<file path="src/pkg/lpm_pkg.sv">
// Constants for the low-power mode controller: states, mode selects,
// frequency ceilings, wait-state thresholds and wake latencies.
// Assumes a 10 MHz system clock and frequencies given in kHz.
package lpm_pkg;

    // Power state machine
    typedef enum logic [2:0] {
        LPM_RUN     = 3'b000,
        LPM_LPRUN   = 3'b001,
        LPM_SLEEP   = 3'b010,
        LPM_LPSLEEP = 3'b011,
        LPM_STOP    = 3'b100,
        LPM_STANDBY = 3'b101,
        LPM_WAKE    = 3'b110
    } lpm_state_type;

    // Target mode chosen before the wait instruction
    localparam logic [1:0] LPM_SEL_SLEEP   = 2'h0;
    localparam logic [1:0] LPM_SEL_STOP    = 2'h1;
    localparam logic [1:0] LPM_SEL_STANDBY = 2'h2;

    // Voltage scaling ranges
    localparam logic [1:0] LPM_RANGE1 = 2'h1;
    localparam logic [1:0] LPM_RANGE2 = 2'h2;
    localparam logic [1:0] LPM_RANGE3 = 2'h3;

    // Frequency ceilings in kHz
    localparam logic [15:0] LPM_R1_MAX_KHZ    = 16'd32000;
    localparam logic [15:0] LPM_R2_MAX_KHZ    = 16'd16000;
    localparam logic [15:0] LPM_R3_MAX_KHZ    = 16'd4200;
    localparam logic [15:0] LPM_LPRUN_MAX_KHZ = 16'd131;

    // Above these a flash wait state is needed
    localparam logic [15:0] LPM_R1_WS_KHZ = 16'd16000;
    localparam logic [15:0] LPM_R2_WS_KHZ = 16'd8000;

    // Widths of event groups and of the wake counter
    localparam int LPM_GPIO_W = 16;
    localparam int LPM_RTC_W  = 5;
    localparam int LPM_WKP_W  = 3;
    localparam int LPM_CNT_W  = 10;

    // Wake latencies, longest times round down
    localparam int CLK_PERIOD_NS     = 100;
    localparam int STOP_WAKE_NS      = 3500;
    localparam int STANDBY_WAKE_NS   = 60000;
    localparam int STOP_WAKE_CYC     = STOP_WAKE_NS / CLK_PERIOD_NS;
    localparam int STANDBY_WAKE_CYC  = STANDBY_WAKE_NS / CLK_PERIOD_NS;
    // Timer load: state change takes one cycle of its own
    localparam logic [LPM_CNT_W-1:0] STOP_WAKE_LOAD    = LPM_CNT_W'(STOP_WAKE_CYC - 1);
    localparam logic [LPM_CNT_W-1:0] STANDBY_WAKE_LOAD = LPM_CNT_W'(STANDBY_WAKE_CYC - 1);
    localparam logic [LPM_CNT_W-1:0] LPM_CNT_ONE       = LPM_CNT_W'(1);
    localparam logic [LPM_CNT_W-1:0] LPM_CNT_ZERO      = '0;

endpackage

</file>
<file path="src/design/lpm_mode_ctrl.sv">
// Low-power mode controller: run, sleep, stop and standby sequencing,
// oscillator and regulator controls, flash wait states, wake timing.
// Assumes all inputs synchronous to sys_clk and wait_req a one-cycle pulse.
//
// Summary of operation
// - Three ranges: 32, 16, 4.2 MHz ceilings
// - Sleep halts only CPU clock
// - Low-power run: slow multispeed osc, LP regulator
// - LP sleep wakes to run, regulator on
// - Stop with RTC keeps low-speed osc
// - Stop without RTC or watchdog stops all clocks except a peripheral-requested high-speed internal
// - Peripherals may request high-speed internal in Stop
// - Interrupt line wakes Stop within 3.5 us
// - Stop wake source list, comparator two gated
// - Standby: regulator and fast oscillators off
// - Standby loses core state, keeps standby domain
// - Standby with RTC exits in 60 us
// - Standby without RTC: reset or pins
// - RTC and watchdog clocks not auto-stopped
// - Wait states follow range and frequency
`timescale 1ns/1ns
module lpm_mode_ctrl
    import lpm_pkg::*;
(
    // Clock and reset
    input  wire logic                  sys_clk,
    input  wire logic                  rst_n,
    // Software controls
    input  wire logic                  wait_req,
    input  wire logic [1:0]            mode_sel,
    input  wire logic                  lp_run_req,
    input  wire logic [1:0]            range_sel,
    input  wire logic [15:0]           cpu_freq_khz,
    input  wire logic                  rtc_en,
    input  wire logic                  independent_watchdog_en,
    input  wire logic                  vref_on,
    input  wire logic                  standby_flag_clr,
    // Run-mode oscillator requests
    input  wire logic                  pll_req,
    input  wire logic                  ms_osc_req,
    input  wire logic                  hs_ext_clk_req,
    input  wire logic                  hs_int_osc_req,
    input  wire logic                  ls_ext_osc_req,
    input  wire logic                  ls_int_osc_req,
    // Wake sources
    input  wire logic                  irq_pending,
    input  wire logic [LPM_GPIO_W-1:0] gpio_line,
    input  wire logic                  voltage_detector_out,
    input  wire logic                  comp1_evt,
    input  wire logic                  comp2_evt,
    input  wire logic                  serial_wake,
    input  wire logic                  i2c_wake,
    input  wire logic                  low_power_serial_port_wake,
    input  wire logic                  low_power_timer_wake,
    input  wire logic [LPM_RTC_W-1:0]  rtc_evt,
    input  wire logic [LPM_WKP_W-1:0]  wakeup_pin,
    input  wire logic                  external_reset_pin_n,
    input  wire logic                  independent_watchdog_reset,
    input  wire logic                  periph_hs_osc_req,
    // Clock and power controls
    output logic                       cpu_clk_en,
    output logic                       periph_clk_en,
    output logic                       regulator_lp,
    output logic                       regulator_off,
    output logic                       pll_en,
    output logic                       multispeed_internal_osc_en,
    output logic                       high_speed_external_clock_en,
    output logic                       high_speed_internal_osc_en,
    output logic                       low_speed_external_osc_en,
    output logic                       low_speed_internal_osc_en,
    output logic                       ram_retain,
    output logic                       core_reset_n,
    // Status
    output logic [2:0]                 power_state,
    output logic                       flash_wait_state,
    output logic                       freq_over_limit,
    output logic                       standby_flag
);

    lpm_state_type state_q;         // Current power state
    lpm_state_type state_d;         // Next power state
    logic          from_stby_q;     // Wake in progress came from standby
    logic          from_stby_d;
    logic          ws_q;            // Flash wait state
    logic          over_q;          // Frequency above range ceiling
    logic          sbf_q;           // Standby flag, kept in standby domain
    logic [LPM_WKP_W-1:0] wkp_prev_q;   // Wakeup pins last cycle

    // Wait-state decision from range and frequency
    function automatic logic need_ws(input logic [1:0] rng, input logic [15:0] khz);
        logic r;
        r = 1'b0;
        case (rng)
            LPM_RANGE1: r = (khz > LPM_R1_WS_KHZ);
            LPM_RANGE2: r = (khz > LPM_R2_WS_KHZ);
            default:    r = 1'b0;
        endcase
        return r;
    endfunction

    // Ceiling of each range
    function automatic logic [15:0] range_max(input logic [1:0] rng);
        logic [15:0] m;
        m = LPM_R3_MAX_KHZ;
        case (rng)
            LPM_RANGE1: m = LPM_R1_MAX_KHZ;
            LPM_RANGE2: m = LPM_R2_MAX_KHZ;
            default:    m = LPM_R3_MAX_KHZ;
        endcase
        return m;
    endfunction

    // Event decoding
    wire rtc_wake    = rtc_en && (|rtc_evt);
    wire comp2_ok    = comp2_evt && vref_on;
    wire stop_wake   = (|gpio_line) || voltage_detector_out || comp1_evt
                     || comp2_ok || serial_wake || i2c_wake
                     || low_power_serial_port_wake || low_power_timer_wake
                     || rtc_wake;
    wire [LPM_WKP_W-1:0] wkp_rise = wakeup_pin & ~wkp_prev_q;
    wire stby_base   = !external_reset_pin_n || (|wkp_rise);
    wire stby_wake   = stby_base || (rtc_en && (independent_watchdog_reset || rtc_wake));
    wire lprun_ok    = lp_run_req && (cpu_freq_khz <= LPM_LPRUN_MAX_KHZ);

    // Timer strobes
    wire           tmr_done, tmr_busy;
    wire           go_stop_wake = (state_q == LPM_STOP) && stop_wake;
    wire           go_stby_wake = (state_q == LPM_STANDBY) && stby_wake;
    wire           tmr_load     = go_stop_wake || go_stby_wake;
    wire [LPM_CNT_W-1:0] tmr_val = go_stby_wake ? STANDBY_WAKE_LOAD : STOP_WAKE_LOAD;

    // Wake latency timer
    lpm_wake_timer lpm_wake_timer_inst (
        .sys_clk  (sys_clk),
        .rst_n    (rst_n),
        .load     (tmr_load),
        .load_val (tmr_val),
        .busy     (tmr_busy),
        .done     (tmr_done)
    );

    // Next-state logic; mode is taken from settings at the wait pulse
    always_comb begin
        state_d     = state_q;
        from_stby_d = from_stby_q;
        case (state_q)
            LPM_RUN, LPM_LPRUN: begin
                if (wait_req) begin
                    case (mode_sel)
                        LPM_SEL_STOP:    state_d = LPM_STOP;
                        LPM_SEL_STANDBY: state_d = LPM_STANDBY;
                        default:         state_d = (state_q == LPM_LPRUN) ?
                                                   LPM_LPSLEEP : LPM_SLEEP;
                    endcase
                end else if (state_q == LPM_RUN && lprun_ok) begin
                    state_d = LPM_LPRUN;
                end else if (state_q == LPM_LPRUN && !lp_run_req) begin
                    state_d = LPM_RUN;
                end
            end
            LPM_SLEEP: begin
                if (irq_pending) state_d = LPM_RUN;
            end
            LPM_LPSLEEP: begin
                if (irq_pending) state_d = LPM_RUN;
            end
            LPM_STOP: begin
                if (stop_wake) begin
                    state_d     = LPM_WAKE;
                    from_stby_d = 1'b0;
                end
            end
            LPM_STANDBY: begin
                if (stby_wake) begin
                    state_d     = LPM_WAKE;
                    from_stby_d = 1'b1;
                end
            end
            LPM_WAKE: begin
                if (tmr_done) begin
                    state_d     = LPM_RUN;
                    from_stby_d = 1'b0;
                end
            end
            default: state_d = LPM_RUN;
        endcase
    end

    // Mode decoding for outputs
    wire in_stop   = (state_q == LPM_STOP);
    wire in_stby   = (state_q == LPM_STANDBY);
    wire stby_wake_phase = (state_q == LPM_WAKE) && from_stby_q;
    wire deep      = in_stop || in_stby;
    wire slow_keep = rtc_en || independent_watchdog_en;

    assign cpu_clk_en    = (state_q == LPM_RUN) || (state_q == LPM_LPRUN);
    assign periph_clk_en = !deep && (state_q != LPM_WAKE);
    assign regulator_lp  = (state_q == LPM_LPRUN) || (state_q == LPM_LPSLEEP)
                         || in_stop;
    assign regulator_off = in_stby;
    assign pll_en        = pll_req && !deep;
    assign multispeed_internal_osc_en   = (ms_osc_req || regulator_lp) && !deep;
    assign high_speed_external_clock_en = hs_ext_clk_req && !deep;
    assign high_speed_internal_osc_en   = in_stop ? periph_hs_osc_req
                                        : (hs_int_osc_req && !in_stby);
    assign low_speed_external_osc_en    = ls_ext_osc_req && (!deep || slow_keep);
    assign low_speed_internal_osc_en    = ls_int_osc_req && (!deep || slow_keep);
    assign ram_retain    = !in_stby && !stby_wake_phase;
    assign core_reset_n  = !in_stby && !stby_wake_phase;
    assign power_state   = state_q;
    assign flash_wait_state = ws_q;
    assign freq_over_limit  = over_q;
    assign standby_flag     = sbf_q;

    // State and edge registers
    always_ff @(posedge sys_clk or negedge rst_n) begin
        if (!rst_n) begin
            state_q     <= LPM_RUN;
            from_stby_q <= 1'b0;
            wkp_prev_q  <= '0;
        end else begin
            state_q     <= state_d;
            from_stby_q <= from_stby_d;
            wkp_prev_q  <= wakeup_pin;
        end
    end

    // Wait states, ceiling check, standby flag (entry wins over clear)
    always_ff @(posedge sys_clk or negedge rst_n) begin
        if (!rst_n) begin
            ws_q   <= 1'b0;
            over_q <= 1'b0;
            sbf_q  <= 1'b0;
        end else begin
            ws_q   <= need_ws(range_sel, cpu_freq_khz);
            over_q <= (cpu_freq_khz > range_max(range_sel));
            sbf_q  <= in_stby || (sbf_q && !standby_flag_clr);
        end
    end
endmodule // lpm_mode_ctrl

</file>
<file path="src/design/lpm_wake_timer.sv">
// Down counter that times the wake latency of the controller.
// Assumes load value of at least one; done pulses on the last cycle.
`timescale 1ns/1ns
module lpm_wake_timer
    import lpm_pkg::*;
(
    // Clock and reset
    input  wire logic                 sys_clk,
    input  wire logic                 rst_n,
    // Control
    input  wire logic                 load,
    input  wire logic [LPM_CNT_W-1:0] load_val,
    // Status
    output logic                      busy,
    output logic                      done
);

    logic [LPM_CNT_W-1:0] cnt_q;    // Remaining cycles
    logic [LPM_CNT_W-1:0] cnt_d;    // Next count

    // Reload wins over counting so a fresh wake restarts cleanly
    assign cnt_d = load ? load_val :
                   (cnt_q != LPM_CNT_ZERO) ? cnt_q - LPM_CNT_ONE : LPM_CNT_ZERO;
    assign busy  = (cnt_q != LPM_CNT_ZERO);
    assign done  = (cnt_q == LPM_CNT_ONE) && !load;

    // Count register
    always_ff @(posedge sys_clk or negedge rst_n) begin
        if (!rst_n) begin
            cnt_q <= LPM_CNT_ZERO;
        end else begin
            cnt_q <= cnt_d;
        end
    end

endmodule // lpm_wake_timer

</file>
<file path="config.mk">
export PLATFORM = sky130hd
export DESIGN_NAME = lpm_mode_ctrl
export DESIGN_NICKNAME = d
export VERILOG_FILES = /design/src/pkg/lpm_pkg.sv /design/src/design/lpm_mode_ctrl.sv /design/src/design/lpm_wake_timer.sv
export SDC_FILE = /design/constraint.sdc
export NUM_CORES = 1
export LEC_CHECK = 0
export ABC_CLOCK_PERIOD_IN_PS = 2500
export BUFFER_PORTS_ARGS = -buffer_cell sky130_fd_sc_hd__clkbuf_2
export CAP_MARGIN = 20
export CORE_ASPECT_RATIO = 1.2
export CORE_MARGIN = 8
export CORE_UTILIZATION = 35
export CTS_BUF_LIST = sky130_fd_sc_hd__clkbuf_4 sky130_fd_sc_hd__clkbuf_8
export DETAILED_ROUTE_END_ITERATION = 6
export PLACE_DENSITY = 0.7
export SLEW_MARGIN = 20
export SYNTH_ARGS = -nofsm -noshare
export SYNTH_HDL_FRONTEND = slang
export SYNTH_SLANG_ARGS = --single-unit
</file>
<file path="constraint.sdc">
create_clock -name sys_clk -period 2.5 [get_ports sys_clk]
set_clock_uncertainty 0.2 [all_clocks]
set_input_delay 0.375 -clock sys_clk [delete_from_list [all_inputs] [get_ports sys_clk]]
set_output_delay 0.375 -clock sys_clk [all_outputs]
set_load 0.01 [all_outputs]
</file>
==> run_results.csv, run 1 <==
group,metric,value,unit
final_layout,seq_area,500,sq um
placed_design,numPlacedInstances,322,
clocking,clkLatencyLatePin,0.26,ns
yosys,yosys_warnings,0,
clocking,clock-sinks,20,
yosys,ys_seq_area_share,32.0,%
final_layout,mostFrequentLayoutCells,"clkbuf_2, dfrtp_1, inv_1, nand2_1, ha_1",
floorplan,ioPinCount,87,
sta,tns,0,ns
drt,num_vias,1661,
floorplan,dieArea,0.00687,sq mm
yosys,syn_nets,266,
placed_design,portBuffers,86,
grt,grt-ovfl-total,0,
drt,vias_per_cell,5.08,
grt,antenna_found_initial,0,
drt,drt_pass1_iterations,4,
floorplan,die_w,77,microns
sta,period_needed,2.30,ns
power,vdd_ir_drop_max,0.275,mV
worst_setup_path,cp_max_fo,3,
final_layout,finalNonFillerCells,327,
placed_design,pre_cts_slack,0.129,ns
sta,final_max_slew_viol_count,0,
drt,drtAntennaViolNets,0,
final_layout,n_fill_cell,452,
worst_setup_path,crit_arrival,2.24,ns
yosys,syn_avg_cell_area,8.68,sq um
yosys,syn_area,0.00156,sq mm
sta,worstMarginPinSlew,0.488,ns
drt,route.detailed.drc,0,
worst_setup_path,path_class,"reg -> reg",
clocking,cts_made_buffers,3,
yosys,yosys.area.top_type,"dfrtp_1",
yosys,synth_top_area_share,32.0,%
final_layout,num-nets-final,358,
sta,fmax,435,MHz
final_layout,drive_gt1_share,37.3,%
clocking,root_buffer,"clkbuf_8",
drt,wl_per_cell,14.4,microns
min_path,min_path_type,"in -> reg",
run_status,status,"finished, final reports clean",
power,p_per_area,712,mW/mm^2
floorplan,rows,26,
placed_design,gp_congestion,0.819,
final_layout,syn_to_final_growth,37.0,%
drt,finalWirelength,4.70,mm
placed_design,dpl.hpwl,4.05,mm
grt,grt_first_pass_wirelength,8.34,mm
sta,period_share,92.0,%
grt,grt_usage,14.6,%
worst_setup_path,endpoint_kind,"flip-flop",
sta,max_slew_margin,67.5,%
yosys,postSynthCellCount,180,
clocking,htreeDepth,1,
worst_setup_path,cp.required,2.45,ns
sta,setup_violations,0,
power,power.leakage,0.00112,uW
final_layout,multi_input_area,981,sq um
yosys,synth_area_leaders,"dfrtp_1, ha_1, inv_1",
clocking,cts.path.max_buffers,2,
job,drv_cap,0,
clocking,clk_pin_slew_worst_paths,0.07,ns
grt,grt_max_degree,21,
floorplan,die_h,89.2,microns
sta,fin_ws,0.200,ns
drt,drt_first_iter_violations,83,
final_layout,diodes,0,
yosys,ys_ff_latch,20,
worst_setup_path,start_kind,"flip-flop",
yosys,yosysUniqueCellTypes,47,
clocking,cts_tree,"done",
floorplan,start_util,36.4,%
final_layout,layout_commonest_cell,"clkbuf_2",
sta,rsz0062_at_grt,"false",
sta,final-hold-violation-count,0,
sta,holdWs,0.0353,ns
grt,grt_pass1_vias,1841,
floorplan,coreArea,0.00429,sq mm
[kinds of logic after synthesis]
logic type / count (synthesis) / synth area share [%]
buffers and inverters: 22 / 5.52
DFF: 20 / 32.0
AOI/OAI and AO/OA: 43 / 19.0
adders and majority gates: 17 / 13.6
muxes: 3 / 2.08
xor gates and xnor gates: 7 / 3.92
and+or+nand+nor: 68 / 23.9
[timing repair]
action | in CTS | in global routing
hold endpoints to repair | 20 | 0
resized for setup | 0 | 1
hold buffers | 1 | 0
setup buffers | 0 | 0
endpoints found under the setup margin | 0 | 2
[registers in the layout (all words and copies together), names as in the netlist]
name	count
from_stby_q	1
flash_wait_state	1
lpm_wake_timer_inst.cnt_q	10
freq_over_limit	1
standby_flag	1
power_state	3
wkp_prev_q	3
[worst paths after layout]
check	slack (ns)	cells past startpoint	startpoint	to
hold reg to reg	0.31	1	from_stby_q	from_stby_q
hold / removal	0.04	1	wakeup_pin[0]	wkp_prev_q[0]
setup / recovery	0.20	6	lpm_wake_timer_inst.cnt_q[5]	from_stby_q
min in group asynchronous	0.40	2	rst_n	wkp_prev_q[0]
setup reg to reg	0.20	6	lpm_wake_timer_inst.cnt_q[5]	from_stby_q
max in group asynchronous	1.36	2	rst_n	lpm_wake_timer_inst.cnt_q[2]
[through the flow]
step | power, uW | util, % | area (sq um)
floorplan | 999 | - | 1560
global placement | 1270 | 48.2 | 2070
detailed placement | 1280 | 48.2 | 2070
CTS | 1540 | 49.7 | 2140
global route | 1670 | 49.9 | 2140
finish | 1530 | 49.9 | 2140
[per-layer routing]
layer / vias up / routed length (microns) / global-route usage (%)
li1: 844 / - / -
met1: 773 / 2060 / 17.3
met2: 39 / 2410 / 26.2
met3: 5 / 178 / 3.02
met4: 0 / 46 / 4.47
met5: - / 0 / 0
[area by class of cell]
type,count,area share [%]
tap,56,3.27
clock buffer,4,2.57
inverter,19,3.33
timing repair buffer,90,21.6
sequential,20,23.4
multi-input combinational,138,45.8
[worst max-delay path, cell delays in order (launching register included)]
cell      delay [ns]
dfrtp_1         0.40
or4_4           0.56
nor3_2          0.16
a311oi_1        0.18
a31oi_2         0.19
o211ai_2        0.14
o32a_1          0.35
[synthesized netlist by cell type (all sizes together)]
master    n
dfrtp    20
inv      19
nand2    18
ha       17
o21ai    12
nor2     10
nor3      9
a21oi     8
nor4      6
nor2b     5
xnor2     5
o211ai    4
a211oi    3
a31oi     3
nand3     3
nand4     3
or4       3
clkbuf    2
mux2      2
nand4b    2
nor4b     2
o31a      2
or3       2
xor2      2
a21o      1
a221o     1
a222oi    1
a22o      1
a311oi    1
and2      1
and3      1
and4b     1
buf       1
mux2i     1
nand2b    1
nor3b     1
o2111ai   1
o21a      1
o22a      1
o31ai     1
o32a      1
o41ai     1
[report_power, final]
group          internal [uW]  total [uW]  leakage (uW)  switching (uW)
Combinational            347         742      0.000836             395
Clock                    140         240     0.0000288             100
Sequential               420         542      0.000252             122
(Power assumes the default switching activity.)
==> inputs of run 2 (changes only) <==
- PLACE_DENSITY: 0.7 -> 0.66
==> run 2 against run 1 <==
- worst hold slack better by 0.0044 ns
- non-clock buffer count grew 1
- final cell count is the same
- count of clock-buffer cells in the layout is 1 lower
- die area stayed put
- clock power fell by 15%
- first-iteration DRC count fell by 36%
- sequential share of layout area increased by 0.068 points
- combinational power down 0.5%
- critical path type unchanged
- critical endpoint unchanged
- highest routed layer unchanged
==> run_results.csv, run 2 (synthesis gave the netlist of run 1 again) <==
group,metric,value,unit
clocking,clock-sinks,20,
drt,route.detailed.drc,0,
worst_setup_path,crit_cells,6,
placed_design,gp_congestion,0.835,
clocking,cts.path.max_buffers,2,
drt,vias_per_cell,5.09,
min_path,min_path_type,"in -> reg",
run_status,status,"finished, final reports clean",
sta,tns,0,ns
worst_setup_path,r2r_cells,6,
power,combPwrFrac,49.7,%
placed_design,dpl.hpwl,3.97,mm
worst_setup_path,endpoint_kind,"flip-flop",
final_layout,num-nets-final,359,
sta,max_slew_margin,67.7,%
sta,rsz0062_at_grt,"false",
clocking,htreeDepth,1,
placed_design,numPlacedInstances,323,
floorplan,dieArea,0.00687,sq mm
drt,wl_per_cell,14.2,microns
floorplan,start_util,36.4,%
placed_design,pre_cts_slack,0.0922,ns
floorplan,coreArea,0.00429,sq mm
drt,drt_pass1_iterations,4,
placed_design,portBuffers,86,
sta,fin_ws,0.258,ns
sta,setup_violations,0,
final_layout,diodes,0,
worst_setup_path,crit_arrival,2.18,ns
sta,worstMarginPinSlew,0.485,ns
worst_setup_path,rr_endpoint,"from_stby_q",
worst_setup_path,path_cells,"or4_4 -> nor3_2 -> a311oi_1 -> a31oi_2 -> o211ai_2 -> o32a_1",
grt,grt_pass1_vias,1782,
worst_setup_path,endpoint,"from_stby_q",
power,intPower,877,uW
power,p_total,1480,uW
clocking,root_buffer,"clkbuf_8",
floorplan,rows,26,
floorplan,die_h,89.2,microns
drt,num_vias,1664,
clocking,clkLatencyLatePin,0.25,ns
final_layout,layout_commonest_cell,"clkbuf_2",
grt,antenna_found_initial,0,
job,drv_cap,0,
power,p_per_area,695,mW/mm^2
worst_setup_path,timing.critical_path.from,"lpm_wake_timer_inst.cnt_q[5]",
sta,fmax,446,MHz
power,clkPwrFrac,13.7,%
worst_setup_path,timing.critical_path.buf_inv,0,
final_layout,syn_to_final_growth,36.6,%
power,sw_frac_of_total,40.9,%
sta,final-hold-violation-count,0,
final_layout,top_register,"lpm_wake_timer_inst.cnt_q",
grt,grt_usage,14.3,%
worst_setup_path,cp_max_fo,3,
drt,drtAntennaViolNets,0,
floorplan,die_w,77,microns
grt,grt_first_pass_wirelength,8.13,mm
drt,finalWirelength,4.64,mm
clocking,clk_pin_slew_worst_paths,0.07,ns
worst_setup_path,timing.rr.start,"lpm_wake_timer_inst.cnt_q[5]",
power,power.leakage,0.00111,uW
clocking,cts_made_buffers,3,
worst_setup_path,cp_top_family,"compound AO/OA/AOI/OAI gates",
worst_setup_path,r2r_setup_slack,0.26,ns
final_layout,largest_register_ffs,10,
worst_setup_path,cp.required,2.44,ns
worst_setup_path,crit_path_max_incr_delay,0.56,ns
floorplan,ioPinCount,87,
sta,period_share,89.7,%
worst_setup_path,start_kind,"flip-flop",
power,seqPwrFrac,36.5,%
power,p_sw,607,uW
worst_setup_path,crit_slowest_cell,"or4_4",
power,vdd_ir_drop_max,0.269,mV
worst_setup_path,path_class,"reg -> reg",
sta,final_max_slew_viol_count,0,
drt,drt_first_iter_violations,53,
final_layout,mostFrequentLayoutCells,"clkbuf_2, dfrtp_1, inv_1, nand2_1, ha_1",
grt,grt_max_degree,21,
clocking,cts_tree,"done",
grt,grt-ovfl-total,0,
sta,period_needed,2.24,ns
final_layout,drive_gt1_share,37.3,%
final_layout,finalNonFillerCells,327,
-- run 2: cell types whose count changed in the layout (fill, tap and decap cells not counted) --
cell / change
clkbuf_8: -1
buf_4: +1
-- run 2: layout make-up --
cell class / instances / area (sq um)
clock buffers: 3 / 41.3
multi-input cells: 138 / 981
fillers: 455 / 2160
flip-flops and latches: 20 / 500
inverters: 19 / 71.3
repair buffers: 91 / 470
well taps: 56 / 70.1
-- run 2: power by group through the flow --
stage | Combinational (uW) | Sequential (uW) | Clock, uW
2_1_floorplan | 481 | 517 | 0
3_3_place_gp | 734 | 546 | 0
3_5_place_dp | 736 | 548 | 0
4_1_cts | 743 | 542 | 211
5_1_grt | 833 | 564 | 231
6_report | 738 | 542 | 204
-- run 2: worst min path at each step --
stage                     cells past startpoint  slack [ns]          endpoint          start
after global placement                        1        0.16     wkp_prev_q[0]          rst_n
after CTS                                     1        0.03     wkp_prev_q[0]  wakeup_pin[0]
final                                         1        0.04     wkp_prev_q[0]  wakeup_pin[0]
after floorplan                               0       -0.12  flash_wait_state          rst_n
after global routing                          1        0.03     wkp_prev_q[0]  wakeup_pin[0]
after detailed placement                      1        0.16     wkp_prev_q[0]          rst_n
-- run 2: worst reg2reg max path, delay by kind of cell (launching register included) --
family             cells  cell delay, ns
DFF                    1            0.39
AOI/OAI and AO/OA      4            0.82
and+or+nand+nor        2            0.72
-- run 2: metal layers --
layer  wire (microns)  share of wire (%)  vias to the layer above  track usage [%]
li1                 -                  -                      843                -
met1             2110                 45                      771             17.4
met2             2290                 49                       44             25.0
met3              190                4.1                        6             2.31
met4               56                1.2                        0             4.98
met5                0                  0                        -                0
-- run 2: repair_timing --
item                                    CTS  global route
endpoints found under the setup margin    0             2
buffers inserted                          0             0
gates resized for setup                   0             1
hold buffers                              1             0
endpoints found under the hold margin    20             0
-- run 2: per-stage QoR --
stage	util [%]	area, sq um	hold WS [ns]
floorplan	-	1560	-0.121
global placement	48.4	2080	0.155
detailed placement	48.4	2080	0.163
CTS	49.6	2130	0.0346
global route	49.7	2130	0.0267
finish	49.7	2130	0.0397
